--- config.mk ---
export PLATFORM = sky130hd
export DESIGN_NAME = acs_cfg_regs
export DESIGN_NICKNAME = d
export VERILOG_FILES = /design/src/inc/acs_pkg.sv /design/src/rtl/acs_shadow_bank.sv /design/src/rtl/acs_cfg_regs.sv
export SDC_FILE = /design/constraint.sdc
export NUM_CORES = 1
export LEC_CHECK = 0
export ABC_AREA = 1
export BUFFER_PORTS_ARGS = -buffer_cell sky130_fd_sc_hd__clkbuf_2
export CORE_MARGIN = 3
export CORE_UTILIZATION = 67
export DETAILED_ROUTE_END_ITERATION = 10
export HOLD_SLACK_MARGIN = 0.12
export PLACE_DENSITY_LB_ADDON = 0.2
export SYNTH_ARGS = -nofsm -noshare
export SYNTH_HDL_FRONTEND = slang
export SYNTH_SLANG_ARGS = --single-unit
--- constraint.sdc ---
create_clock -name clk_sys -period 5.4 [get_ports clk_sys]
set_input_delay 0.27 -clock clk_sys [delete_from_list [all_inputs] [get_ports clk_sys]]
set_output_delay 0.27 -clock clk_sys [all_outputs]
set_load 0.01 [all_outputs]
--- src/inc/acs_pkg.sv ---
package acs_pkg;

  // ----------------------------------------
  // Register port geometry
  // ----------------------------------------
  localparam int ACS_ADDR_W = 13;
  localparam int ACS_DATA_W = 8;

  // ----------------------------------------
  // Register offsets
  // ----------------------------------------
  localparam logic [12:0] CHAN_SEL_ADDR = 13'h005;
  localparam logic [12:0] COMMIT_ADDR = 13'h0FF;
  localparam logic [12:0] SHADOW_FIRST = 13'h008;
  localparam logic [12:0] SHADOW_LAST = 13'h018;
  localparam int SHADOW_DEPTH = 17;
  localparam int SHADOW_IDX_W = 5;

  // ----------------------------------------
  // Field positions and reset values
  // ----------------------------------------
  localparam int CHAN_A_BIT = 0;
  localparam int CHAN_B_BIT = 1;
  localparam logic [1:0] CHAN_SEL_RESET = 2'h3;
  localparam int COMMIT_BIT = 0;
  // Stabilizer enable, global, entry of 0x09
  localparam int DCS_IDX = 1;
  localparam int DCS_BIT = 0;
  // Twos complement select, local, entry of 0x14
  localparam int FMT_IDX = 12;
  localparam int FMT_BIT = 0;
  // One bit per shadow entry: set means duplicated per channel
  localparam logic [16:0] LOCAL_MASK = 17'h01000;
  localparam logic [135:0] SHADOW_RESET = 136'h0100;

  // Strap and output defaults
  localparam logic DCS_DEFAULT = 1'b1;
  localparam logic FMT_DEFAULT = 1'b0;
  localparam logic HIZ_DEFAULT = 1'b0;
  localparam logic POWER_DOWN_PIN_DEFAULT = 1'b0;

  // Read source of the last accepted read
  localparam logic [1:0] RD_ZERO = 2'h0;
  localparam logic [1:0] RD_CHAN_SEL = 2'h1;
  localparam logic [1:0] RD_SHADOW = 2'h2;

  typedef enum logic [1:0] {ST_RESET, ST_CAPTURE, ST_RUN} acs_state_e;

endpackage

--- src/rtl/acs_shadow_bank.sv ---
`timescale 1ns/1ns
module acs_shadow_bank
  import acs_pkg::*;
#(
  parameter int DEPTH = SHADOW_DEPTH,
  parameter int IDX_W = SHADOW_IDX_W,
  parameter logic [DEPTH*8-1:0] RST = SHADOW_RESET
) (
  input wire logic clk_sys,
  input wire logic rst_n,
  input wire logic wr_en_a,
  input wire logic wr_en_b,
  input wire logic [IDX_W-1:0] wr_idx,
  input wire logic [7:0] wr_data,
  input wire logic rd_en,
  input wire logic rd_sel_b,
  input wire logic [IDX_W-1:0] rd_idx,
  input wire logic commit,
  output logic [7:0] rd_data,
  output logic [DEPTH*8-1:0] act_a,
  output logic [DEPTH*8-1:0] act_b
);

  // ----------------------------------------
  // Elaboration check
  // ----------------------------------------
  if (DEPTH < 1 || DEPTH > (1 << IDX_W)) begin : g_bad
    $error("acs_shadow_bank: DEPTH does not fit IDX_W");
  end

  // ----------------------------------------
  // Master and active copies per channel
  // ----------------------------------------
  logic [7:0] mst_a_reg [DEPTH];
  logic [7:0] mst_b_reg [DEPTH];
  logic [7:0] act_a_reg [DEPTH];
  logic [7:0] act_b_reg [DEPTH];
  logic [7:0] rd_data_reg;

  for (genvar i = 0; i < DEPTH; i++) begin : g_ent
    wire logic hit = (wr_idx == IDX_W'(i));
    always_ff @(posedge clk_sys) begin
      if (!rst_n) begin
        mst_a_reg[i] <= RST[i*8 +: 8];
        mst_b_reg[i] <= RST[i*8 +: 8];
        act_a_reg[i] <= RST[i*8 +: 8];
        act_b_reg[i] <= RST[i*8 +: 8];
      end else begin
        if (wr_en_a && hit) begin
          mst_a_reg[i] <= wr_data;
        end
        if (wr_en_b && hit) begin
          mst_b_reg[i] <= wr_data;
        end
        if (commit) begin
          act_a_reg[i] <= mst_a_reg[i];
          act_b_reg[i] <= mst_b_reg[i];
        end
      end
    end
    assign act_a[i*8 +: 8] = act_a_reg[i];
    assign act_b[i*8 +: 8] = act_b_reg[i];
  end

  // ----------------------------------------
  // Registered readback of master copy
  // ----------------------------------------
  always_ff @(posedge clk_sys) begin
    if (!rst_n) begin
      rd_data_reg <= 8'h00;
    end else if (rd_en) begin
      rd_data_reg <= rd_sel_b ? mst_b_reg[rd_idx] : mst_a_reg[rd_idx];
    end
  end

  assign rd_data = rd_data_reg;

endmodule

--- src/rtl/acs_cfg_regs.sv ---
`timescale 1ns/1ns
// Summary of operation
// - Strap mode: pins are config, port ignored
// - Stabilizer strap high enables stabilizer
// - Format strap high selects twos complement
// - Output disable pin high floats outputs
// - Power-down pin high powers down
// - Reset loads register defaults
// - Shadow writes wait for commit
// - Commit copies all shadows, then clears
// - Channel select bits steer local access
// - Both bits set writes both channels
// - Both bits set reads channel A
// - Global registers ignore channel select
// - Channel select resets to both channels
// - Strap mode floats serial data pin
module acs_cfg_regs
  import acs_pkg::*;
(
  input wire logic clk_sys,
  input wire logic rst_n,
  input wire logic serial_select_n,
  input wire logic stabilizer_strap_pin,
  input wire logic format_strap_pin,
  input wire logic output_disable_pin,
  input wire logic power_down_pin,
  input wire logic reg_wr,
  input wire logic reg_rd,
  input wire logic [ACS_ADDR_W-1:0] reg_addr,
  input wire logic [ACS_DATA_W-1:0] reg_wdata,
  output logic [ACS_DATA_W-1:0] reg_rdata,
  output logic reg_rvalid,
  input wire logic sdio_drive_req,
  output logic sdio_oe,
  output logic strap_mode,
  output logic duty_cycle_stabilizer,
  output logic twos_comp_a,
  output logic twos_comp_b,
  output logic outputs_hiz,
  output logic power_down
);

  // ----------------------------------------
  // Declarations
  // ----------------------------------------
  acs_state_e state_reg;
  acs_state_e state_next;
  logic [1:0] chan_sel_reg;
  logic [1:0] rd_kind_reg;
  logic [7:0] rd_misc_reg;
  logic rvalid_reg;
  logic dcs_strap_reg;
  logic fmt_strap_reg;
  logic dcs_reg;
  logic fmt_a_reg;
  logic fmt_b_reg;
  logic hiz_reg;
  logic power_down_pin_reg;
  logic [SHADOW_DEPTH*8-1:0] act_a;
  logic [SHADOW_DEPTH*8-1:0] act_b;
  logic [7:0] bank_rdata;

  // ----------------------------------------
  // Startup sequence
  // ----------------------------------------
  always_comb begin
    state_next = state_reg;
    case (state_reg)
      ST_RESET: begin
        state_next = ST_CAPTURE;
      end
      ST_CAPTURE: begin
        state_next = ST_RUN;
      end
      default: begin
        state_next = ST_RUN;
      end
    endcase
  end

  always_ff @(posedge clk_sys) begin
    if (!rst_n) begin
      state_reg <= ST_RESET;
    end else begin
      state_reg <= state_next;
    end
  end

  always_ff @(posedge clk_sys) begin
    if (!rst_n) begin
      dcs_strap_reg <= DCS_DEFAULT;
      fmt_strap_reg <= FMT_DEFAULT;
    end else if (state_reg == ST_CAPTURE) begin
      dcs_strap_reg <= stabilizer_strap_pin;
      fmt_strap_reg <= format_strap_pin;
    end
  end

  // ----------------------------------------
  // Access decode
  // ----------------------------------------
  // port ignored under straps
  wire logic bus_ok = (state_reg == ST_RUN) && !serial_select_n;
  wire logic wr_ok = reg_wr && bus_ok;
  wire logic rd_ok = reg_rd && bus_ok;
  wire logic hit_sel = (reg_addr == CHAN_SEL_ADDR);
  wire logic hit_commit = (reg_addr == COMMIT_ADDR);
  wire logic hit_shadow = (reg_addr >= SHADOW_FIRST) && (reg_addr <= SHADOW_LAST);
  wire logic [ACS_ADDR_W-1:0] sh_off = reg_addr - SHADOW_FIRST;
  wire logic [SHADOW_IDX_W-1:0] sh_idx = sh_off[SHADOW_IDX_W-1:0];
  wire logic is_local = hit_shadow && LOCAL_MASK[sh_idx];
  wire logic wr_a = wr_ok && hit_shadow && (!is_local || chan_sel_reg[CHAN_A_BIT]);
  wire logic wr_b = wr_ok && hit_shadow && (!is_local || chan_sel_reg[CHAN_B_BIT]);
  wire logic rd_b = is_local && !chan_sel_reg[CHAN_A_BIT] && chan_sel_reg[CHAN_B_BIT];
  wire logic commit_pulse = wr_ok && hit_commit && reg_wdata[COMMIT_BIT];
  wire logic fmt_wr_a = wr_a && (sh_idx == SHADOW_IDX_W'(FMT_IDX));
  wire logic fmt_wr_both = fmt_wr_a && wr_b;

  // ----------------------------------------
  // Channel select register
  // ----------------------------------------
  // both channels after reset
  always_ff @(posedge clk_sys) begin
    if (!rst_n) begin
      chan_sel_reg <= CHAN_SEL_RESET;
    end else if (wr_ok && hit_sel) begin
      chan_sel_reg <= reg_wdata[1:0];
    end
  end

  // ----------------------------------------
  // Shadow bank
  // ----------------------------------------
  // writes land in master copy
  acs_shadow_bank #(
    .DEPTH(SHADOW_DEPTH),
    .IDX_W(SHADOW_IDX_W),
    .RST(SHADOW_RESET)
  ) u_bank (
    .clk_sys(clk_sys),
    .rst_n(rst_n),
    .wr_en_a(wr_a),
    .wr_en_b(wr_b),
    .wr_idx(sh_idx),
    .wr_data(reg_wdata),
    .rd_en(rd_ok && hit_shadow),
    .rd_sel_b(rd_b),
    .rd_idx(sh_idx),
    .commit(commit_pulse),
    .rd_data(bank_rdata),
    .act_a(act_a),
    .act_b(act_b)
  );

  // ----------------------------------------
  // Readback
  // ----------------------------------------
  // Commit and open addresses read zero; open bits above select too
  wire logic [1:0] rd_kind_next = hit_shadow ? RD_SHADOW : (hit_sel ? RD_CHAN_SEL : RD_ZERO);

  always_ff @(posedge clk_sys) begin
    if (!rst_n) begin
      rvalid_reg <= 1'b0;
      rd_kind_reg <= RD_ZERO;
      rd_misc_reg <= 8'h00;
    end else begin
      rvalid_reg <= rd_ok;
      if (rd_ok) begin
        rd_kind_reg <= rd_kind_next;
        rd_misc_reg <= hit_sel ? {6'h00, chan_sel_reg} : 8'h00;
      end
    end
  end

  assign reg_rvalid = rvalid_reg;
  assign reg_rdata = (rd_kind_reg == RD_SHADOW) ? bank_rdata : rd_misc_reg;

  // ----------------------------------------
  // Configuration outputs
  // ----------------------------------------
  wire logic act_dcs = act_a[DCS_IDX*8 + DCS_BIT];
  wire logic act_fmt_a = act_a[FMT_IDX*8 + FMT_BIT];
  wire logic act_fmt_b = act_b[FMT_IDX*8 + FMT_BIT];

  always_ff @(posedge clk_sys) begin
    if (!rst_n) begin
      dcs_reg <= DCS_DEFAULT;
      fmt_a_reg <= FMT_DEFAULT;
      fmt_b_reg <= FMT_DEFAULT;
      hiz_reg <= HIZ_DEFAULT;
      power_down_pin_reg <= POWER_DOWN_PIN_DEFAULT;
    end else begin
      dcs_reg <= serial_select_n ? dcs_strap_reg : act_dcs;
      fmt_a_reg <= serial_select_n ? fmt_strap_reg : act_fmt_a;
      fmt_b_reg <= serial_select_n ? fmt_strap_reg : act_fmt_b;
      hiz_reg <= output_disable_pin;
      power_down_pin_reg <= power_down_pin;
    end
  end

  assign duty_cycle_stabilizer = dcs_reg;
  assign twos_comp_a = fmt_a_reg;
  assign twos_comp_b = fmt_b_reg;
  assign outputs_hiz = hiz_reg;
  assign power_down = power_down_pin_reg;
  assign strap_mode = serial_select_n;
  assign sdio_oe = sdio_drive_req && !serial_select_n;
endmodule

==> impl_metrics.env, run 1 <==
export IMPL_drv_slew=0
export IMPL_internal_power_w=0.00363
export IMPL_clock_latency_ns=0.54
export IMPL_dieHeight_um=150
export IMPL_drt_iter0_markers=1409
export IMPL_drive_above_1_share_pct=8.02
export IMPL_clock_skew_ns=0.00922
export IMPL_maxCapViolCount=0
export IMPL_pwr_share_comb_pct=7.7
export IMPL_switching_share_pct=23.8
export IMPL_synth_top_family_by_area="simple AND/OR/NAND/NOR gates"
export IMPL_finalHoldViolCount=0
export IMPL_fin_crit_ns=2.69
export IMPL_ant_nets=0
export IMPL_initial_utilization_pct=68.4
export IMPL_area_delta_synth_final_pct=8.52
export IMPL_slew_headroom_pct=10.3
export IMPL_final_area_um2=15100
export IMPL_crit_end="u_bank.mst_a_reg[1][7]"
export IMPL_via_count=11000
export IMPL_worstPathRequired_ns=5.67
export IMPL_totalWireLength_mm=36.4
export IMPL_reg2reg_slack_ns=3.02
export IMPL_cpPeakStageDelay_ns=0.85
export IMPL_grt_pass1_vias=10500
export IMPL_cts_setup_buffers=0
export IMPL_cts_sinks=291
export IMPL_diodes=0
export IMPL_startpoint_type="primary input"
export IMPL_htree_num_levels=1
export IMPL_ys_seq_elements=291
export IMPL_crit_start="reg_addr[3]"
export IMPL_p_clk_share_pct=38.8
export IMPL_ys_warn_count=0
export IMPL_grt_ovfl_total=0
export IMPL_place_congestion=0.968
export IMPL_cp_buffers_inverters=3
export IMPL_seqPwrFrac_pct=53.5
export IMPL_rsz0062_at_grt="false"
export IMPL_regArea_um2=8500
export IMPL_synth_simple_gate_area_share_pct=32.5
export IMPL_path_delay_family="simple AND/OR/NAND/NOR gates"
export IMPL_reg2reg_from="state_reg[1]"
export IMPL_via_per_inst=5.84
export IMPL_synth_area_leaders="edfxtp_1, nand2_1, nor2_1"
export IMPL_p_leak_nw=6.59
export IMPL_cts_resized=0
export IMPL_nFillCells=1461
export IMPL_path_class="primary input to flop"
export IMPL_drt_pass1_iter_count=6
export IMPL_synth_top_cell_by_area="edfxtp_1"
export IMPL_place_area_um2=14200
export IMPL_final_nets=1631
export IMPL_reg2regPathDepth=7
export IMPL_hold_path_class="primary input to flop"
export IMPL_drcViolationCount=0
export IMPL_clock_path_buffers=3
export IMPL_cp_num_cells=9
export IMPL_arrival_ns=2.96
export IMPL_syn_area_um2=13900
export IMPL_clk_pin_slew_ns=0.06
export IMPL_antenna_found_initial=0
export IMPL_syn_area_per_cell_um2=8.72
export IMPL_cts_root_buffer="clkbuf_16"
export IMPL_run_status="finished clean"
export IMPL_die_area_um2=22500
export IMPL_row_count=52
export IMPL_end_kind="flop"
export IMPL_io_pins=47
export IMPL_period_share_pct=49.8
export IMPL_multiInputGateArea_um2=4780
export IMPL_synth_compound_area_share_pct=1.76
export IMPL_worstPathMaxFanout=31
export IMPL_track_usage_pct=32.7
export IMPL_p_switching_w=0.00113
export IMPL_io_buffer_count=46
export IMPL_synth_xor_area_share_pct=0
export IMPL_wl_per_cell_um=19.3
export IMPL_fmax_ghz=0.372
export IMPL_numCtsBuffers=29
export IMPL_die_w_um=150
export IMPL_cts_hold_buf=5
export IMPL_synth_top_area_share_pct=57.7
export IMPL_grt_pass1_wl_mm=56.4
export IMPL_crit_slowest_cell="ha_1"
export IMPL_regToRegEndpoint="u_bank.mst_a_reg[1][7]"
export IMPL_syn_inst=1593
export IMPL_vdd_ir_drop_max_v=0.000394
export IMPL_syn_nets=1626
export IMPL_crit_chain="clkbuf_2 > inv_2 > ha_1 > nand2_1 > nor2_4 > a21oi_2 > buf_4 > nand3_1 > nor2_1"
export IMPL_grt_max_degree=74
export IMPL_dp_hpwl_mm=23.2
export IMPL_synth_cell_types=31
export IMPL_core_area_um2=20300
export IMPL_cts_tree="done"
export IMPL_synthAdderAreaFrac_pct=0.180
export IMPL_largest_reg_flops=136
export IMPL_yosysSeqAreaShare_pct=61.2
export IMPL_synthMuxAreaShare_pct=0
export IMPL_finalSetupViolCount=0
export IMPL_power_density_nw_per_um2=316
export IMPL_tightest_slew_ns=1.34
export IMPL_hp_start="reg_rd"
export IMPL_finalSetupTns_ns=0
==> per-layer routing <==
layer,GRT usage [%],up-vias,share of wire (%)
li1,-,5100,-
met1,44.5,5144,37
met2,52.9,663,48
met3,4.06,133,10
met4,15.8,0,5.4
met5,0,-,0
==> kinds of logic after synthesis <==
| logic type | Yosys count |
|---|---|
| and+or+nand+nor | 1113 |
| DFF | 291 |
| buffers and inverters | 147 |
| AOI/OAI and AO/OA | 40 |
| adders and majority gates | 2 |
==> per-stage QoR <==
stage	hold slack, ns	util (%)	setup slack [ns]	power (W)	std cells
after floorplan	0.368	-	3.31	0.00283	1593
after global placement	0.432	69.8	2.38	0.00294	1832
after detailed placement	0.440	69.8	2.31	0.00295	1832
after CTS	0.130	74.2	2.85	0.00475	1890
after global routing	0.152	74.2	2.53	0.00489	1890
final	0.121	74.2	2.71	0.00477	1890
==> tightest hold or removal path, cell delays in order <==
cell and delay [ns]:
clkbuf_2 0.08, nand4_1 0.20, nor2_1 0.06
==> cell usage in the layout, fill, tap and decap left out <==
master	netlist	final
clkbuf_2	0	44
inv_2	1	4
nand3_1	60	60
buf_4	3	15
o21ai_1	2	2
nor2_1	316	316
clkbuf_1	53	4
nor2_2	4	4
a21oi_2	1	1
nor2_4	3	3
nand4_1	6	6
o211ai_1	2	2
clkbuf_16	0	29
dfxtp_1	24	24
nand2_2	2	2
nand3_2	9	9
bufinv_16	0	1
a21oi_4	1	1
nor4_1	2	2
dlygate4sd3_1	0	5
clkinvlp_4	0	4
o21ai_0	11	11
o21bai_1	8	8
nor3_1	3	3
inv_1	46	44
edfxtp_1	267	267
nand2_1	698	698
a21oi_1	14	14
ha_1	2	2
o21ai_2	1	1
clkinv_2	0	2
clkinv_1	10	22
nand3_4	10	10
==> worst min path at each step <==
stage | endpoint | slack [ns] | cells after the start
2_1_floorplan | outputs_hiz | 0.37 | 2
3_3_place_gp | state_reg[0] | 0.43 | 1
3_5_place_dp | state_reg[0] | 0.44 | 1
4_1_cts | reg_rvalid | 0.13 | 3
5_1_grt | reg_rvalid | 0.15 | 3
6_report | reg_rvalid | 0.12 | 3
==> cells in the mapped netlist <==
cell and instances:
o21bai_1 8, nand4_1 6, ha_1 2, nor2_4 3, nor2_1 316, clkinv_1 10, nor3_1 3, buf_4 3
buf_2 23, buf_1 9, clkbuf_1 53, nor4_1 2, nand3_2 9, nor2_2 4, nand2_1 698, a21oi_1 14
inv_2 1, nand2_2 2, a21oi_2 1, edfxtp_1 267, nand3_1 60, o211ai_1 2, buf_8 1, inv_1 46
nand3_4 10, buf_6 1, o21ai_2 1, dfxtp_1 24, a21oi_4 1, o21ai_1 2, o21ai_0 11
==> cell type report <==
cell class | instances | area share (%)
clock inverter | 20 | 0.789
sequential | 291 | 56.4
inverter | 57 | 1.42
clock buffer | 33 | 4.92
multi-input combinational | 1155 | 31.7
tap | 270 | 2.24
timing repair buffer | 64 | 2.54
==> power groups by stage <==
stage / Clock (W) / Combinational, W / Sequential (W)
floorplan: 0 / 0.000238 / 0.00259
global placement: 0 / 0.000346 / 0.00259
detailed placement: 0 / 0.000352 / 0.00260
CTS: 0.00184 / 0.000359 / 0.00255
global route: 0.00194 / 0.000399 / 0.00256
finish: 0.00185 / 0.000366 / 0.00255
(Power assumes the default switching activity.)
==> run 2, diff against run 1 <==
--- a/config.mk
+++ b/config.mk
@@ -8,7 +8,7 @@
 export ABC_AREA = 1
 export BUFFER_PORTS_ARGS = -buffer_cell sky130_fd_sc_hd__clkbuf_2
 export CORE_MARGIN = 3
-export CORE_UTILIZATION = 67
+export CORE_UTILIZATION = 62
 export DETAILED_ROUTE_END_ITERATION = 10
 export HOLD_SLACK_MARGIN = 0.12
 export PLACE_DENSITY_LB_ADDON = 0.2
==> constraint.sdc (replaced) <==
create_clock -name clk_sys -period 2.5 [get_ports clk_sys]
set_input_delay 0.125 -clock clk_sys [delete_from_list [all_inputs] [get_ports clk_sys]]
set_output_delay 0.125 -clock clk_sys [all_outputs]
set_load 0.01 [all_outputs]
==> run 2 against run 1 <==
First-iteration DRC count stayed put. Global-route usage is 1.8 points lower. Register-to-register slack got worse by 2.6 ns. Highest routed layer unchanged. Sequential power increased by 120%. Flip-flop and latch count did not move.
==> impl_metrics.env, run 2 (synthesized netlist as in run 1, its figures left out) <==
export IMPL_maxCapViolCount=0
export IMPL_path_class="primary input to flop"
export IMPL_slew_headroom_pct=28.3
export IMPL_crit_end="rd_misc_reg[0]"
export IMPL_final_common_cell="nand2_1"
export IMPL_area_delta_synth_final_pct=12.1
export IMPL_grt_pass1_wl_mm=58.3
export IMPL_io_pins=47
export IMPL_grt_pass1_vias=11000
export IMPL_run_status="finished clean"
export IMPL_crit_slowest_cell="dlygate4sd3_1"
export IMPL_path_delay_family="buffers and inverters"
export IMPL_crit_start="reg_addr[6]"
export IMPL_clock_path_buffers=3
export IMPL_finalSetupViolCount=0
export IMPL_final_util_pct=71.1
export IMPL_die_area_um2=24200
export IMPL_finalSetupTns_ns=0
export IMPL_cp_common_cell="dlygate4sd3_1"
export IMPL_totalWireLength_mm=37.3
export IMPL_ant_nets=0
export IMPL_initial_utilization_pct=63.4
export IMPL_p_leak_nw=6.84
export IMPL_fin_crit_ns=2.31
export IMPL_period_share_pct=92.2
export IMPL_antenna_found_initial=0
export IMPL_drv_slew=0
export IMPL_drt_pass1_iter_count=5
export IMPL_cp_buffers_inverters=4
export IMPL_via_count=11200
export IMPL_cpPeakStageDelay_ns=0.56
export IMPL_clock_skew_ns=0.0146
export IMPL_dp_cells=1871
export IMPL_reg2regPathDepth=7
export IMPL_io_buffer_count=46
export IMPL_worstPathRequired_ns=2.97
export IMPL_cts_root_buffer="clkbuf_16"
export IMPL_final_cell_mix="nand2_1, nor2_1, edfxtp_1"
export IMPL_final_cells=1948
export IMPL_vdd_ir_drop_max_v=0.000604
export IMPL_fmax_ghz=0.434
export IMPL_power_density_nw_per_um2=681
export IMPL_pre_cts_slack_ns=0.194
export IMPL_dp_hpwl_mm=24.7
export IMPL_cp_num_cells=9
export IMPL_rsz0062_at_grt="false"
export IMPL_drive_above_1_share_pct=9.83
export IMPL_timing_final_ws_setup_ns=0.194
export IMPL_worstPathMaxFanout=3
export IMPL_numCtsBuffers=29
export IMPL_diodes=0
export IMPL_startpoint_type="primary input"
export IMPL_htree_num_levels=1
export IMPL_via_per_inst=5.73
export IMPL_dieHeight_um=156
export IMPL_cts_setup_buffers=0
export IMPL_clock_latency_ns=0.55
export IMPL_reg2reg_slack_ns=0.43
export IMPL_track_usage_pct=31.0
export IMPL_grt_ovfl_total=0
export IMPL_tightest_slew_ns=1.07
export IMPL_drcViolationCount=0
export IMPL_reg2reg_from="state_reg[1]"
export IMPL_finalHoldViolCount=0
export IMPL_final_nets=1679
export IMPL_cts_tree="done"
export IMPL_die_w_um=156
export IMPL_place_congestion=0.980
export IMPL_drt_iter0_markers=1409
export IMPL_wl_per_cell_um=19.2
export IMPL_end_kind="flop"
export IMPL_holdWs_ns=0.130
export IMPL_hold_path_class="primary input to flop"
export IMPL_crit_chain="dlygate4sd3_1 > clkbuf_2 > nor2_1 > dlygate4sd3_1 > nand2_1 > dlygate4sd3_1 > nor4_1 > nand3_1 > a21oi_1"
export IMPL_cts_sinks=291
export IMPL_arrival_ns=2.78
export IMPL_row_count=54
export IMPL_clk_pin_slew_ns=0.06
export IMPL_core_area_um2=21900
export IMPL_grt_max_degree=72
export IMPL_regToRegEndpoint="u_bank.act_a_reg[12][0]"
export IMPL_largest_reg_flops=136
==> run 2: cell count changes in the layout (fill, tap and decap cells not counted), moves of 2 or more <==
cell,change
buf_4,+27
dlygate4sd3_1,+19
clkinv_1,-10
clkbuf_1,+6
buf_12,+2
clkbuf_8,+2
clkinv_2,+2
clkinvlp_4,-2
inv_6,+2
==> run 2: metal layers <==
metal	global-route usage [%]	wire length (um)
met5	0	0
met4	11.2	1480
met3	4.91	2970
met2	52.6	18500
met1	40.9	14400
==> run 2: report_power, final <==
group | switching (W) | internal (W) | total [W]
combinational | 0.000641 | 0.000219 | 0.000860
sequential | 0.0000501 | 0.00545 | 0.00550
clock | 0.00183 | 0.00241 | 0.00424
==> run 2: stage by stage <==
step	cell area (um2)	power, W
after floorplan	13900	0.00610
after global placement	14400	0.00640
after detailed placement	14400	0.00642
after CTS	15600	0.0106
after global routing	15600	0.0109
final	15600	0.0106
==> run 2: repair_timing <==
item	in CTS	in global routing
hold buffers	24	0
gates resized for setup	0	1
endpoints found under the setup margin	0	14
endpoints found under the hold margin	18	0
==> run 2: worst min-delay path by stage <==
| stage | from | endpoint | slack [ns] | depth (start not counted) |
|---|---|---|---|---|
| 3_5_place_dp | power_down_pin | power_down | 0.33 | 3 |
| 2_1_floorplan | output_disable_pin | outputs_hiz | 0.22 | 2 |
| 6_report | reg_addr[7] | u_bank.act_b_reg[12][0] | 0.13 | 3 |
| 3_3_place_gp | power_down_pin | power_down | 0.31 | 3 |
| 5_1_grt | reg_addr[7] | u_bank.act_b_reg[12][0] | 0.15 | 3 |
| 4_1_cts | reg_addr[7] | u_bank.act_a_reg[1][0] | 0.12 | 3 |
==> run 2: worst register-to-register path: cells and delay by family (launching register included) <==
family	cells	cell delay, ns
AND/OR/NAND/NOR	5	0.81
buffers and inverters	2	0.71
flip-flops	1	0.40
==> run 2: layout make-up <==
class | count | area (um2)
clock buffer | 41 | 791
clock inverter | 12 | 120
fill | 1683 | 6320
inverter | 57 | 214
multi-input combinational | 1155 | 4780
sequential | 291 | 8500
tap | 280 | 350
timing repair buffer | 112 | 816
